File: src/hw/ccm_pkg.sv
// ccm_pkg: constants shared by the contact input run/stop monitor.
// assumes a 20 MHz system clock and a word-wide plain register port.
package ccm_pkg;

    // time base
    localparam int CCM_CLK_HZ        = 20_000_000;
    localparam int CCM_TICK_S        = 1;
    localparam int CCM_CYC_PER_TICK  = CCM_TICK_S * CCM_CLK_HZ;

    // register addresses (word index on the plain port)
    localparam logic [3:0] CCM_A_IN_CFG    = 4'h0;
    localparam logic [3:0] CCM_A_ALM_ACT   = 4'h1;
    localparam logic [3:0] CCM_A_IN1_DLY   = 4'h2;
    localparam logic [3:0] CCM_A_IN1_OFF   = 4'h3;
    localparam logic [3:0] CCM_A_IN2_DLY   = 4'h4;
    localparam logic [3:0] CCM_A_IN2_OFF   = 4'h5;
    localparam logic [3:0] CCM_A_COMM_WAIT = 4'h6;
    localparam logic [3:0] CCM_A_OUT_CFG   = 4'h7;
    localparam logic [3:0] CCM_A_STATUS    = 4'h8;

    // input config fields: inputs 1 and 2 {type[1:0], edge_form, nc}; input 3 nc only
    localparam int CCM_F_IN1 = 0;
    localparam int CCM_F_IN2 = 4;
    localparam int CCM_F_IN3_NC = 8;
    localparam int CCM_F_NC   = 0;
    localparam int CCM_F_EDGE = 1;
    localparam int CCM_F_TYPE = 2;

    // signal types
    localparam logic [1:0] CCM_TYPE_OFF     = 2'h0;
    localparam logic [1:0] CCM_TYPE_EXTSW   = 2'h1;
    localparam logic [1:0] CCM_TYPE_RUNSTOP = 2'h2;
    localparam logic [1:0] CCM_TYPE_SPLIT   = 2'h3;

    // alarm actions, fields {comm[5:4], in2[3:2], in1[1:0]}
    localparam logic [1:0] CCM_ACT_OFF  = 2'h0;
    localparam logic [1:0] CCM_ACT_CONT = 2'h1;
    localparam logic [1:0] CCM_ACT_STOP = 2'h2;

    // output config: polarity [5:0], type of outputs 4..6 at [7:6].. [11:10]
    localparam int CCM_F_OTYPE = 6;
    localparam logic [1:0] CCM_OT_OFF   = 2'h0;
    localparam logic [1:0] CCM_OT_RUN   = 2'h1;
    localparam logic [1:0] CCM_OT_FAULT = 2'h2;
    localparam logic [1:0] CCM_OT_WARN  = 2'h3;

    // status bits; alarm bits clear on write of one
    localparam int CCM_S_RUN  = 0;
    localparam int CCM_S_AL1  = 1;
    localparam int CCM_S_AL2  = 2;
    localparam int CCM_S_COMM = 3;
    localparam int CCM_S_IN3  = 4;

    // ranges and reset values
    localparam int CCM_DLY_W  = 9;
    localparam int CCM_OFF_W  = 4;
    localparam int CCM_WAIT_W = 10;
    localparam logic [8:0] CCM_DLY_MAX  = 9'h12C;
    localparam logic [3:0] CCM_OFF_MAX  = 4'hA;
    localparam logic [9:0] CCM_WAIT_MIN = 10'h01E;
    localparam logic [9:0] CCM_WAIT_MAX = 10'h258;
    localparam logic [8:0] CCM_RST_IN_CFG  = 9'h048;
    localparam logic [5:0] CCM_RST_ALM_ACT = 6'h1A;

endpackage : ccm_pkg

File: src/hw/ccm_ext_monitor.sv
// ccm_ext_monitor: start delay and off-detection filter for one
// external-switch contact input. assumes a one-cycle second tick.
`timescale 1ns/10ps
`default_nettype none
module ccm_ext_monitor
    import ccm_pkg::*;
(
    // clock and reset
    input  wire logic                 i_clk,
    input  wire logic                 i_reset_n,
    // control
    input  wire logic                 i_enable,
    input  wire logic                 i_running,
    input  wire logic                 i_tick,
    input  wire logic [CCM_DLY_W-1:0] i_delay,
    input  wire logic [CCM_OFF_W-1:0] i_off_time,
    input  wire logic                 i_asserted,
    // result
    output logic                      o_detect
);
    logic [CCM_DLY_W-1:0] dly_cnt_r, dly_cnt_nxt;
    logic [CCM_OFF_W-1:0] off_cnt_r, off_cnt_nxt;
    logic                 fired_r, fired_nxt;
    logic                 detect_nxt;
    logic                 armed;

    always_comb begin
        // zero delay means watched at all times, stopped or not
        armed = i_enable &&
                ((i_delay == '0) || (i_running && dly_cnt_r >= i_delay)); // [RULE_07] [RULE_10] [RULE_11]
        dly_cnt_nxt = dly_cnt_r;
        if (!i_running) begin
            dly_cnt_nxt = '0;
        end else if (i_tick && dly_cnt_r < i_delay) begin
            dly_cnt_nxt = dly_cnt_r + 1'b1; // [RULE_19]
        end
        off_cnt_nxt = off_cnt_r;
        if (!armed || i_asserted) begin
            off_cnt_nxt = '0;
        end else if (i_tick && off_cnt_r < i_off_time) begin
            off_cnt_nxt = off_cnt_r + 1'b1; // [RULE_08]
        end
        detect_nxt = armed && !i_asserted && !fired_r &&
                     (off_cnt_r >= i_off_time); // [RULE_08]
        fired_nxt = fired_r;
        if (!armed || i_asserted) begin
            fired_nxt = 1'b0;
        end else if (detect_nxt) begin
            fired_nxt = 1'b1;
        end
    end

    always_ff @(posedge i_clk) begin
        if (!i_reset_n) begin
            dly_cnt_r <= '0;
            off_cnt_r <= '0;
            fired_r   <= 1'b0;
            o_detect  <= 1'b0;
        end else begin
            dly_cnt_r <= dly_cnt_nxt;
            off_cnt_r <= off_cnt_nxt;
            fired_r   <= fired_nxt;
            o_detect  <= detect_nxt;
        end
    end
endmodule : ccm_ext_monitor
`default_nettype wire

File: src/hw/ccm_run_monitor.sv
// ccm_run_monitor: contact input run/stop decoding, external-switch
// alarms, communication-error watchdog and contact outputs 1 to 6.
// assumes contact inputs synchronous to i_clk, 1 = contact closed.
//
// Overview of operation
// (RULE_01) level run/stop: run while input asserted
// (RULE_02) edge run/stop: each rise toggles operation
// (RULE_03) input 3 always edge form
// (RULE_04) split: input 1 runs, input 2 stops
// (RULE_05) split: both asserted means stopped
// (RULE_06) split: stop released, run held restarts
// (RULE_07) external switch watched after start delay
// (RULE_08) off only after off time, then alarm
// (RULE_09) separate alarms for inputs 1 and 2
// (RULE_10) no alarm after stop by run/stop input
// (RULE_11) delay 0 continuous, 1..300 during run
// (RULE_12) alarm action continue or stop operation
// (RULE_13) comm alarm action, wait 30..600 s default 30
// (RULE_14) input alarm default stop, delay/off ranges
// (RULE_15) outputs 1..3 fixed, polarity only
// (RULE_16) six outputs; only 4..6 retypeable
// (RULE_17) inputs normally open or normally closed
// (RULE_18) inputs 1,2 level or edge form; the input 2 edge form bit is never read
// (RULE_19) disabled alarm never raised; 1 s base
// (RULE_20) partner holds level inputs one tick
`timescale 1ns/10ps
`default_nettype none
module ccm_run_monitor
    import ccm_pkg::*;
#(
    parameter int P_CYC_PER_TICK = CCM_CYC_PER_TICK
)(
    // clock and reset
    input  wire logic        i_clk,
    input  wire logic        i_reset_n,
    // register port
    input  wire logic [3:0]  i_addr,
    input  wire logic [31:0] i_wdata,
    input  wire logic        i_wr,
    input  wire logic        i_rd,
    output logic      [31:0] o_rdata,
    // contacts
    input  wire logic [2:0]  i_contact_in,
    input  wire logic        i_comm_ok,
    output logic      [5:0]  o_contact_out,
    output logic             o_running,
    output logic             o_mode_request
);
    typedef enum logic {CCM_STOPPED, CCM_RUNNING} ccm_run_e;

    function automatic logic [CCM_WAIT_W-1:0] clip(
        input logic [31:0] v, input logic [31:0] lo, input logic [31:0] hi);
        logic [31:0] r;
        r = (v < lo) ? lo : ((v > hi) ? hi : v);
        return r[CCM_WAIT_W-1:0];
    endfunction : clip

    // registers
    logic [8:0]            in_cfg_r, in_cfg_nxt;
    logic [5:0]            act_r, act_nxt;
    logic [CCM_DLY_W-1:0]  dly1_r, dly1_nxt, dly2_r, dly2_nxt;
    logic [CCM_OFF_W-1:0]  off1_r, off1_nxt, off2_r, off2_nxt;
    logic [CCM_WAIT_W-1:0] wait_r, wait_nxt;
    logic [11:0]           out_cfg_r, out_cfg_nxt;
    logic [2:0]            alm_r, alm_nxt;
    logic [31:0]           rdata_nxt;
    // run state and timing
    ccm_run_e              run_r, run_nxt;
    logic [31:0]           tb_cnt_r, tb_cnt_nxt;
    logic                  tick_r, tick_nxt;
    logic [CCM_WAIT_W-1:0] comm_cnt_r, comm_cnt_nxt;
    logic [2:0]            asr_prev_r;
    logic [5:0]            out_nxt;
    logic                  mode_req_nxt;
    // decode
    logic [2:0]            asr;
    logic [2:0]            rise;
    logic [1:0]            type1, type2, act1, act2, actc;
    logic                  det1, det2, comm_set;
    logic                  fault, warn;

    always_comb begin
        asr[0] = i_contact_in[0] ^ in_cfg_r[CCM_F_IN1 + CCM_F_NC]; // [RULE_17]
        asr[1] = i_contact_in[1] ^ in_cfg_r[CCM_F_IN2 + CCM_F_NC]; // [RULE_17]
        asr[2] = i_contact_in[2] ^ in_cfg_r[CCM_F_IN3_NC]; // [RULE_17]
        rise   = asr & ~asr_prev_r;
        type1  = in_cfg_r[CCM_F_IN1 + CCM_F_TYPE +: 2];
        type2  = in_cfg_r[CCM_F_IN2 + CCM_F_TYPE +: 2];
        act1   = act_r[1:0];
        act2   = act_r[3:2];
        actc   = act_r[5:4];
        fault  = (alm_r[0] && act1 == CCM_ACT_STOP) ||
                 (alm_r[1] && act2 == CCM_ACT_STOP) ||
                 (alm_r[2] && actc == CCM_ACT_STOP); // [RULE_12]
        warn   = (alm_r[0] && act1 == CCM_ACT_CONT) ||
                 (alm_r[1] && act2 == CCM_ACT_CONT) ||
                 (alm_r[2] && actc == CCM_ACT_CONT); // [RULE_12]
    end

    // one-second time base
    always_comb begin
        tick_nxt   = (tb_cnt_r == 32'(P_CYC_PER_TICK - 1)); // [RULE_19]
        tb_cnt_nxt = tick_nxt ? '0 : tb_cnt_r + 1'b1;
    end

    // run/stop decoding
    always_comb begin
        run_nxt = run_r;
        if (type1 == CCM_TYPE_SPLIT) begin
            // stop wins; releasing stop with run held restarts
            run_nxt = (asr[0] && !asr[1]) ? CCM_RUNNING : CCM_STOPPED; // [RULE_04] [RULE_05] [RULE_06]
        end else if (type1 == CCM_TYPE_RUNSTOP) begin
            if (!in_cfg_r[CCM_F_IN1 + CCM_F_EDGE]) begin
                run_nxt = asr[0] ? CCM_RUNNING : CCM_STOPPED; // [RULE_01] [RULE_18]
            end else if (rise[0]) begin
                run_nxt = (run_r == CCM_RUNNING) ? CCM_STOPPED
                                                 : CCM_RUNNING; // [RULE_02] [RULE_18]
            end
        end else begin
            run_nxt = CCM_STOPPED;
        end
        // a stop-action alarm holds the chiller off until cleared
        if (fault) begin
            run_nxt = CCM_STOPPED; // [RULE_12]
        end
        mode_req_nxt = rise[2]; // [RULE_03]
    end

    // external switch monitors; each reads the asserted level, whatever the edge form bit
    ccm_ext_monitor u_mon1 (
        .i_clk      (i_clk),
        .i_reset_n  (i_reset_n),
        .i_enable   (type1 == CCM_TYPE_EXTSW && act1 != CCM_ACT_OFF),
        .i_running  (run_r == CCM_RUNNING),
        .i_tick     (tick_r),
        .i_delay    (dly1_r),
        .i_off_time (off1_r),
        .i_asserted (asr[0]),
        .o_detect   (det1)
    );

    ccm_ext_monitor u_mon2 (
        .i_clk      (i_clk),
        .i_reset_n  (i_reset_n),
        .i_enable   (type2 == CCM_TYPE_EXTSW && act2 != CCM_ACT_OFF &&
                     type1 != CCM_TYPE_SPLIT),
        .i_running  (run_r == CCM_RUNNING),
        .i_tick     (tick_r),
        .i_delay    (dly2_r),
        .i_off_time (off2_r),
        .i_asserted (asr[1]),
        .o_detect   (det2)
    );

    // communication watchdog, counted in seconds since last good frame
    always_comb begin
        comm_cnt_nxt = comm_cnt_r;
        if (i_comm_ok) begin
            comm_cnt_nxt = '0;
        end else if (tick_r && comm_cnt_r < wait_r) begin
            comm_cnt_nxt = comm_cnt_r + 1'b1;
        end
        comm_set = actc != CCM_ACT_OFF && !i_comm_ok &&
                   tick_r && comm_cnt_r == wait_r - 1'b1; // [RULE_13] [RULE_19]
    end

    // register file
    always_comb begin
        in_cfg_nxt  = in_cfg_r;
        act_nxt     = act_r;
        dly1_nxt    = dly1_r;
        off1_nxt    = off1_r;
        dly2_nxt    = dly2_r;
        off2_nxt    = off2_r;
        wait_nxt    = wait_r;
        out_cfg_nxt = out_cfg_r;
        alm_nxt     = alm_r;
        rdata_nxt   = '0;
        if (i_wr) begin
            case (i_addr)
                CCM_A_IN_CFG:    in_cfg_nxt  = i_wdata[8:0];
                CCM_A_ALM_ACT:   act_nxt     = i_wdata[5:0];
                CCM_A_IN1_DLY:   dly1_nxt    = CCM_DLY_W'(clip(i_wdata, 0, 300)); // [RULE_14]
                CCM_A_IN1_OFF:   off1_nxt    = CCM_OFF_W'(clip(i_wdata, 0, 10)); // [RULE_14]
                CCM_A_IN2_DLY:   dly2_nxt    = CCM_DLY_W'(clip(i_wdata, 0, 300)); // [RULE_14]
                CCM_A_IN2_OFF:   off2_nxt    = CCM_OFF_W'(clip(i_wdata, 0, 10)); // [RULE_14]
                CCM_A_COMM_WAIT: wait_nxt    = clip(i_wdata, 30, 600); // [RULE_13]
                CCM_A_OUT_CFG:   out_cfg_nxt = i_wdata[11:0];
                CCM_A_STATUS:    alm_nxt     = alm_r & ~i_wdata[3:1];
                default:         alm_nxt     = alm_r;
            endcase
        end
        // a new detection wins over a clear in the same cycle
        // a detect still in flight when the action turns off is dropped
        if (det1 && act1 != CCM_ACT_OFF) alm_nxt[0] = 1'b1; // [RULE_09]
        if (det2 && act2 != CCM_ACT_OFF) alm_nxt[1] = 1'b1; // [RULE_09]
        if (comm_set) alm_nxt[2] = 1'b1; // [RULE_13]
        if (i_rd) begin
            case (i_addr)
                CCM_A_IN_CFG:    rdata_nxt = 32'(in_cfg_r);
                CCM_A_ALM_ACT:   rdata_nxt = 32'(act_r);
                CCM_A_IN1_DLY:   rdata_nxt = 32'(dly1_r);
                CCM_A_IN1_OFF:   rdata_nxt = 32'(off1_r);
                CCM_A_IN2_DLY:   rdata_nxt = 32'(dly2_r);
                CCM_A_IN2_OFF:   rdata_nxt = 32'(off2_r);
                CCM_A_COMM_WAIT: rdata_nxt = 32'(wait_r);
                CCM_A_OUT_CFG:   rdata_nxt = 32'(out_cfg_r);
                CCM_A_STATUS:    rdata_nxt = 32'({asr[2], alm_r,
                                                  run_r == CCM_RUNNING});
                default:         rdata_nxt = '0;
            endcase
        end
    end

    // contact outputs: 1..3 fixed meaning, 4..6 selectable
    always_comb begin
        out_nxt[0] = (run_nxt == CCM_RUNNING); // [RULE_15]
        out_nxt[1] = fault; // [RULE_15]
        out_nxt[2] = warn; // [RULE_15]
        for (int k = 0; k < 3; k++) begin
            case (out_cfg_nxt[CCM_F_OTYPE + 2*k +: 2])
                CCM_OT_RUN:   out_nxt[3+k] = (run_nxt == CCM_RUNNING); // [RULE_16]
                CCM_OT_FAULT: out_nxt[3+k] = fault;
                CCM_OT_WARN:  out_nxt[3+k] = warn;
                default:      out_nxt[3+k] = 1'b0;
            endcase
        end
        // new config applies at once so polarity never lags the state
        out_nxt = out_nxt ^ out_cfg_nxt[5:0];
    end

    always_ff @(posedge i_clk) begin
        if (!i_reset_n) begin
            in_cfg_r       <= CCM_RST_IN_CFG;
            act_r          <= CCM_RST_ALM_ACT;
            dly1_r         <= '0;
            off1_r         <= '0;
            dly2_r         <= '0;
            off2_r         <= '0;
            wait_r         <= CCM_WAIT_MIN;
            out_cfg_r      <= '0;
            alm_r          <= '0;
            o_rdata        <= '0;
            run_r          <= CCM_STOPPED;
            tb_cnt_r       <= '0;
            tick_r         <= 1'b0;
            comm_cnt_r     <= '0;
            asr_prev_r     <= '0;
            o_contact_out  <= '0;
            o_running      <= 1'b0;
            o_mode_request <= 1'b0;
        end else begin
            in_cfg_r       <= in_cfg_nxt;
            act_r          <= act_nxt;
            dly1_r         <= dly1_nxt;
            off1_r         <= off1_nxt;
            dly2_r         <= dly2_nxt;
            off2_r         <= off2_nxt;
            wait_r         <= wait_nxt;
            out_cfg_r      <= out_cfg_nxt;
            alm_r          <= alm_nxt;
            o_rdata        <= rdata_nxt;
            run_r          <= run_nxt;
            tb_cnt_r       <= tb_cnt_nxt;
            tick_r         <= tick_nxt;
            comm_cnt_r     <= comm_cnt_nxt;
            asr_prev_r     <= asr;
            o_contact_out  <= out_nxt;
            o_running      <= (run_nxt == CCM_RUNNING);
            o_mode_request <= mode_req_nxt;
        end
    end
endmodule : ccm_run_monitor
`default_nettype wire

File: config.mk
export PLATFORM = sky130hd
export DESIGN_NAME = ccm_run_monitor
export DESIGN_NICKNAME = d
export VERILOG_FILES = /design/src/hw/ccm_pkg.sv /design/src/hw/ccm_ext_monitor.sv /design/src/hw/ccm_run_monitor.sv
export SDC_FILE = /design/constraint.sdc
export NUM_CORES = 1
export LEC_CHECK = 0
export BUFFER_PORTS_ARGS = -buffer_cell sky130_fd_sc_hd__buf_2
export CAP_MARGIN = 10
export CELL_PAD_IN_SITES_DETAIL_PLACEMENT = 2
export CELL_PAD_IN_SITES_GLOBAL_PLACEMENT = 2
export CORE_MARGIN = 5
export CORE_UTILIZATION = 40
export CTS_CLUSTER_SIZE = 16
export DETAILED_ROUTE_END_ITERATION = 8
export GPL_ROUTABILITY_DRIVEN = 0
export PLACE_DENSITY_LB_ADDON = 0.1
export SETUP_SLACK_MARGIN = 0.5
export SLEW_MARGIN = 10
export SYNTH_ARGS = -nofsm -noshare
export SYNTH_HDL_FRONTEND = slang
export SYNTH_SLANG_ARGS = --single-unit
File: constraint.sdc
create_clock -name i_clk -period 4.55 [get_ports i_clk]
set_clock_uncertainty 0.2 [all_clocks]
set_input_delay 0.6825 -clock i_clk [delete_from_list [all_inputs] [get_ports i_clk]]
set_output_delay 0.6825 -clock i_clk [all_outputs]
set_load 0.01 [all_outputs]
## Word level (Yosys, flattened, before mapping)

Index checks and enable logic that the tools add are counted.
W data, S select, Z words.

- $add $sub $neg: 7
- Order comparisons: 14
- Eq/ne operators: 30
- Multiplexer cells: 25
- Bitwise logic cells: 9
- Reductions and logical operators: 73

Operator list:

| cell | number |
|---|---|
| $pmux W12 S9 | 1 |
| $add A32 B1 Y32 const B | 1 |
| $eq A32 B25 Y1 const B | 1 |
| $gt A32 B10 Y1 const B | 1 |
| $gt A32 B4 Y1 const B | 1 |
| $gt A32 B9 Y1 const B | 1 |
| $lt A32 B1 Y1 const B | 1 |
| $lt A32 B5 Y1 const B | 1 |
| $logic_and A1 B1 Y1 | 30 |
| $mux W12 | 2 |
| $reduce_and A2 Y1 | 12 |
| $eq A2 B2 Y1 const B | 11 |
| $mux W10 | 2 |
| $add A9 B1 Y9 const B | 2 |
| $ge A9 B9 Y1 | 2 |
| $logic_not A9 Y1 | 2 |
| $lt A9 B9 Y1 | 2 |
| $mux W9 | 2 |
| $reduce_bool A2 Y1 | 9 |
| $eq A2 B1 Y1 const B | 8 |
| $eq A4 B3 Y1 const B | 4 |
| $mux W1 | 11 |
| $add A10 B1 Y10 const B | 1 |
| $eq A10 B10 Y1 | 1 |
| 21 further kinds | 49 |

- Bits in registers: 182
- Input port bits: 44
- Output and inout bits: 40

## Depth between registers and ports, before layout

- Depth after elaboration: 9
- Gate-level depth with buffers: 9
- Gate-level depth less buffers: 8

## Hierarchy

A second synthesis with hierarchy kept.

- Cell total of the unflattened synthesis: 1015
- Area, all modules: 8713.4 sq um

Modules (own cells, without submodules):

| module | instances | cells an instance | area an instance (sq um) | sequential area each (sq um) |
|---|---|---|---|---|
| ccm_run_monitor | 1 | 767 | 6613.8 | 2622.5 |
| ccm_ext_monitor | 2 | 124 | 1049.8 | 300.3 |

## Worst setup path after synthesis

No wires, ideal clock.

- Path kind: input to register
- Start point: input i_addr[3]
- End point: register o_contact_out[3]
- Setup time: 0.121 ns
- Data arrival time: 2.275 ns
- Required time: 4.229 ns
- Setup slack: 1.954 ns
- Stages: 9
- Path through: buf_4 -> nand2b_1 -> buf_6 -> nor2_4 -> buf_6 -> mux2i_1 -> mux2i_1 -> o21ai_0 -> mux2_2

- Longest elaborated chain between the ends: 6

Ends and longest elaborated chain:

| item | RTL line | RTL |
|---|---|---|
| start: declaration | ccm_run_monitor.sv:37 | `input wire logic [3:0] i_addr,` |
| $eq A4 B3 Y1 * | ccm_run_monitor.sv:180 | `case (i_addr)` |
| $mux W12 * | ccm_run_monitor.sv:180 |  |
| $mux W12 * | ccm_run_monitor.sv:179 | `if (i_wr) begin` |
| $eq A2 B2 Y1 / $eq A2 B1 Y1 (equally long branches) | ccm_run_monitor.sv:221 | `case (out_cfg_nxt[CCM_F_OTYPE + 2*k +: 2])` |
| $pmux W1 S3 | ccm_run_monitor.sv:221 |  |
| $xor A6 B6 Y6 * | ccm_run_monitor.sv:229 | `out_nxt = out_nxt ^ out_cfg_nxt[5:0];` |
| end signal: assignment | ccm_run_monitor.sv:268 | `o_contact_out <= out_nxt;` |
| end: declaration | ccm_run_monitor.sv:45 | `output logic [5:0] o_contact_out,` |

Every way passes the cells marked *; elsewhere a longest branch is shown, timed or not.
A chain may end at the register's enable or synchronous reset.

## Worst setup path after layout

Ends and elaborated chain as after synthesis.

==> flow_summary.toml <==
[status]
status = "finished clean"

[hold_path]
hold_path.class = "reg2reg"

[grt]
grt_pass1_vias = 8276
grt.overflow.total = 0
grt_use_total_pct = 23.4
antenna_found_initial = 0
grt_start_max_net_pins = 32
grt_pass1_wl_um = 45600

[clock_network]
h-tree-depth = 4
cts_tree = "built"
postCtsSetupBuffers = 0
clock_latency_ns = 0.43
cts_buffer_depth = 2
clkTransAtPathRegs_ns = 0.07
clock-sinks = 161
cts-buffers-inserted = 17
cts_resized = 0
cts_root_buf = "clkbuf_16"
cts_hold_buf = 0

[synthesis]
synth-edff-count = 0
yosys_warnings = 0
synthArstFlopShare_pct = 0
ys_types = 79
avgSynthCellArea_um2 = 8.68
synth_seq_cells = 161
netlist_area_um2 = 8760
dominantRegCellSynth = "dfxtp_1"
syn_inst = 1009
yosysSeqAreaShare_pct = 36.8

[sta]
layout_min_cycle_time_ns = 2.93
slew_headroom_pct = 18.1
drv_slew = 0
max_freq_mhz = 341
fin_tns_setup_ns = 0
post-route-period-util_pct = 64.5
setup_violations = 0
hold_viol_final = 0
rsz0062_at_grt = "no"
worstMarginPinSlew_ns = 1.22

[floorplanning]
die_h_um = 158
die_w_um = 158
row_count = 54
dieArea_um2 = 25000
io_pins = 84
core-area_um2 = 21700
initial_core_util_pct = 40.4

[layout]
stdcell_area_um2 = 9790
areaGrowthSynthToFinish_pct = 11.7
layout.nets = 1143
antennaDiodeCount = 0
drive_gt1_share_pct = 13.0

[worst_setup_path]
critPathKind = "in2reg"
slowest_delay_ns = 0.52
path_max_fanout = 17
crit_path_end_kind = "flop"
crit_slowest_cell = "nor2_4"
path_delay_family = "simple AND/OR/NAND/NOR gates"
path_buf_inv = 1
cp-start-kind = "input pin"
required_ns = 4.67
cp_cell_sequence = "buf_2 > nand2b_1 > nor2_4 > mux2i_1 > mux2i_1 > o21ai_0 > mux2_2"
cpMostUsedCell = "mux2i_1"
cp.arrival_ns = 3.05

[pwr]
p_leak_nw = 3.66
vdd_drop_max_uv = 228
powerDensity_nw_per_um2 = 314

[drt]
first_pass_iters = 5
via_per_inst = 5.67
detail-route-antenna-nets = 0
wl_um = 28500
drc_errors = 0
vias = 7651
drt-initial-drc-count = 415
wl_per_cell_um = 21.1

[placement]
dpl_cell_area_um2 = 9220
port-buffer-count = 63
hpwl_um = 21200

[job]
maxCapViolations = 0
## layout make-up
cell class / instances / area (µm²)
repair buffers: 68 / 353
inverters: 56 / 210
clock inverters: 13 / 140
flip-flops and latches: 161 / 3220
well taps: 280 / 350
fillers: 2449 / 11900
multi-input cells: 752 / 5080
clock buffers: 19 / 433
## metrics by stage
step / instances / total power [W] / utilization, % / hold WS, ns / worst slack (ns)
after floorplan: 1028 / 0.00160 / - / 0.167 / 1.95
after global placement: 1317 / 0.00166 / 42.5 / 0.183 / 1.34
after detailed placement: 1317 / 0.00167 / 42.5 / 0.201 / 1.29
after CTS: 1349 / 0.00311 / 45.1 / 0.212 / 1.61
after global routing: 1349 / 0.00320 / 45.1 / 0.230 / 1.51
final: 1349 / 0.00307 / 45.1 / 0.200 / 1.62
## layout by cell type (no fill, tap or decap), drive strengths merged, types with 22 or more instances in the layout
master / instances
dfxtp: 161
mux2i: 38
nor3: 24
xor2: 22
xnor2: 41
a22oi: 22
ha: 43
nand3: 52
inv: 64
a21oi: 31
buf: 68
nor2b: 38
nor2: 92
nand2: 88
## cells in the mapped netlist, types with 21 or more instances
cell,count,share of area [%]
clkbuf_1,30,1.3
ha_1,43,6.1
nor2_1,90,3.9
buf_4,21,1.8
nand2_1,88,3.8
xor2_1,22,2.2
dfxtp_1,161,37
nor2b_1,38,2.7
mux2i_1,38,4.3
a21oi_1,30,1.7
a22oi_1,22,1.9
nand3_1,52,3.0
inv_1,55,2.4
xnor2_1,41,4.1
## report_power, final
group | switching [W] | leakage, nW | internal (W)
combinational | 0.000130 | 2.09 | 0.0000663
clock | 0.000660 | 0.269 | 0.000776
sequential | 0.0000169 | 1.30 | 0.00142
total | 0.000807 | 3.66 | 0.00227
## worst paths after layout
| kind | start | end | slack, ns | cells past startpoint |
|---|---|---|---|---|
| min reg2reg | asr_prev_r[2] | o_mode_request | 0.20 | 1 |
| max | i_addr[3] | o_contact_out[3] | 1.62 | 7 |
| min | asr_prev_r[2] | o_mode_request | 0.20 | 1 |
| max reg2reg | dly2_r[2] | u_mon2.off_cnt_r[2] | 1.75 | 8 |
## cells by family after synthesis
family / after synthesis / synth area share (%)
flip-flops: 161 / 36.8
AND/OR/NAND/NOR: 403 / 24.0
AO/OA/AOI/OAI: 178 / 15.3
buffers and inverters: 115 / 6.06
multiplexers: 45 / 5.37
other: 1 / 0.0428
adder cells (fa/ha/maj): 43 / 6.14
XOR/XNOR: 63 / 6.30
## state kept, by name, indices dropped and copies added, names as in the netlist, 2 cells and up
name	count
tb_cnt_r	32
u_mon2.off_cnt_r	4
o_rdata	12
o_contact_out	6
act_r	6
out_cfg_r	12
comm_cnt_r	10
dly1_r	9
u_mon1.dly_cnt_r	9
wait_r	10
u_mon2.dly_cnt_r	9
off1_r	4
u_mon1.off_cnt_r	4
off2_r	4
alm_r	3
asr_prev_r	2
dly2_r	9
in_cfg_r	9
## layer usage
| metal | track usage (%) | vias to the layer above | wire [µm] | share of wire, % |
|---|---|---|---|---|
| met5 | 0 | - | 0 | 0 |
| met4 | 6.13 | 0 | 457 | 1.6 |
| met3 | 3.99 | 25 | 1160 | 4.1 |
| met2 | 39.1 | 153 | 13400 | 47 |
| met1 | 31.6 | 3841 | 13500 | 47 |
| li1 | - | 3632 | - | - |
No activity file was read; power rests on OpenSTA's default activity.
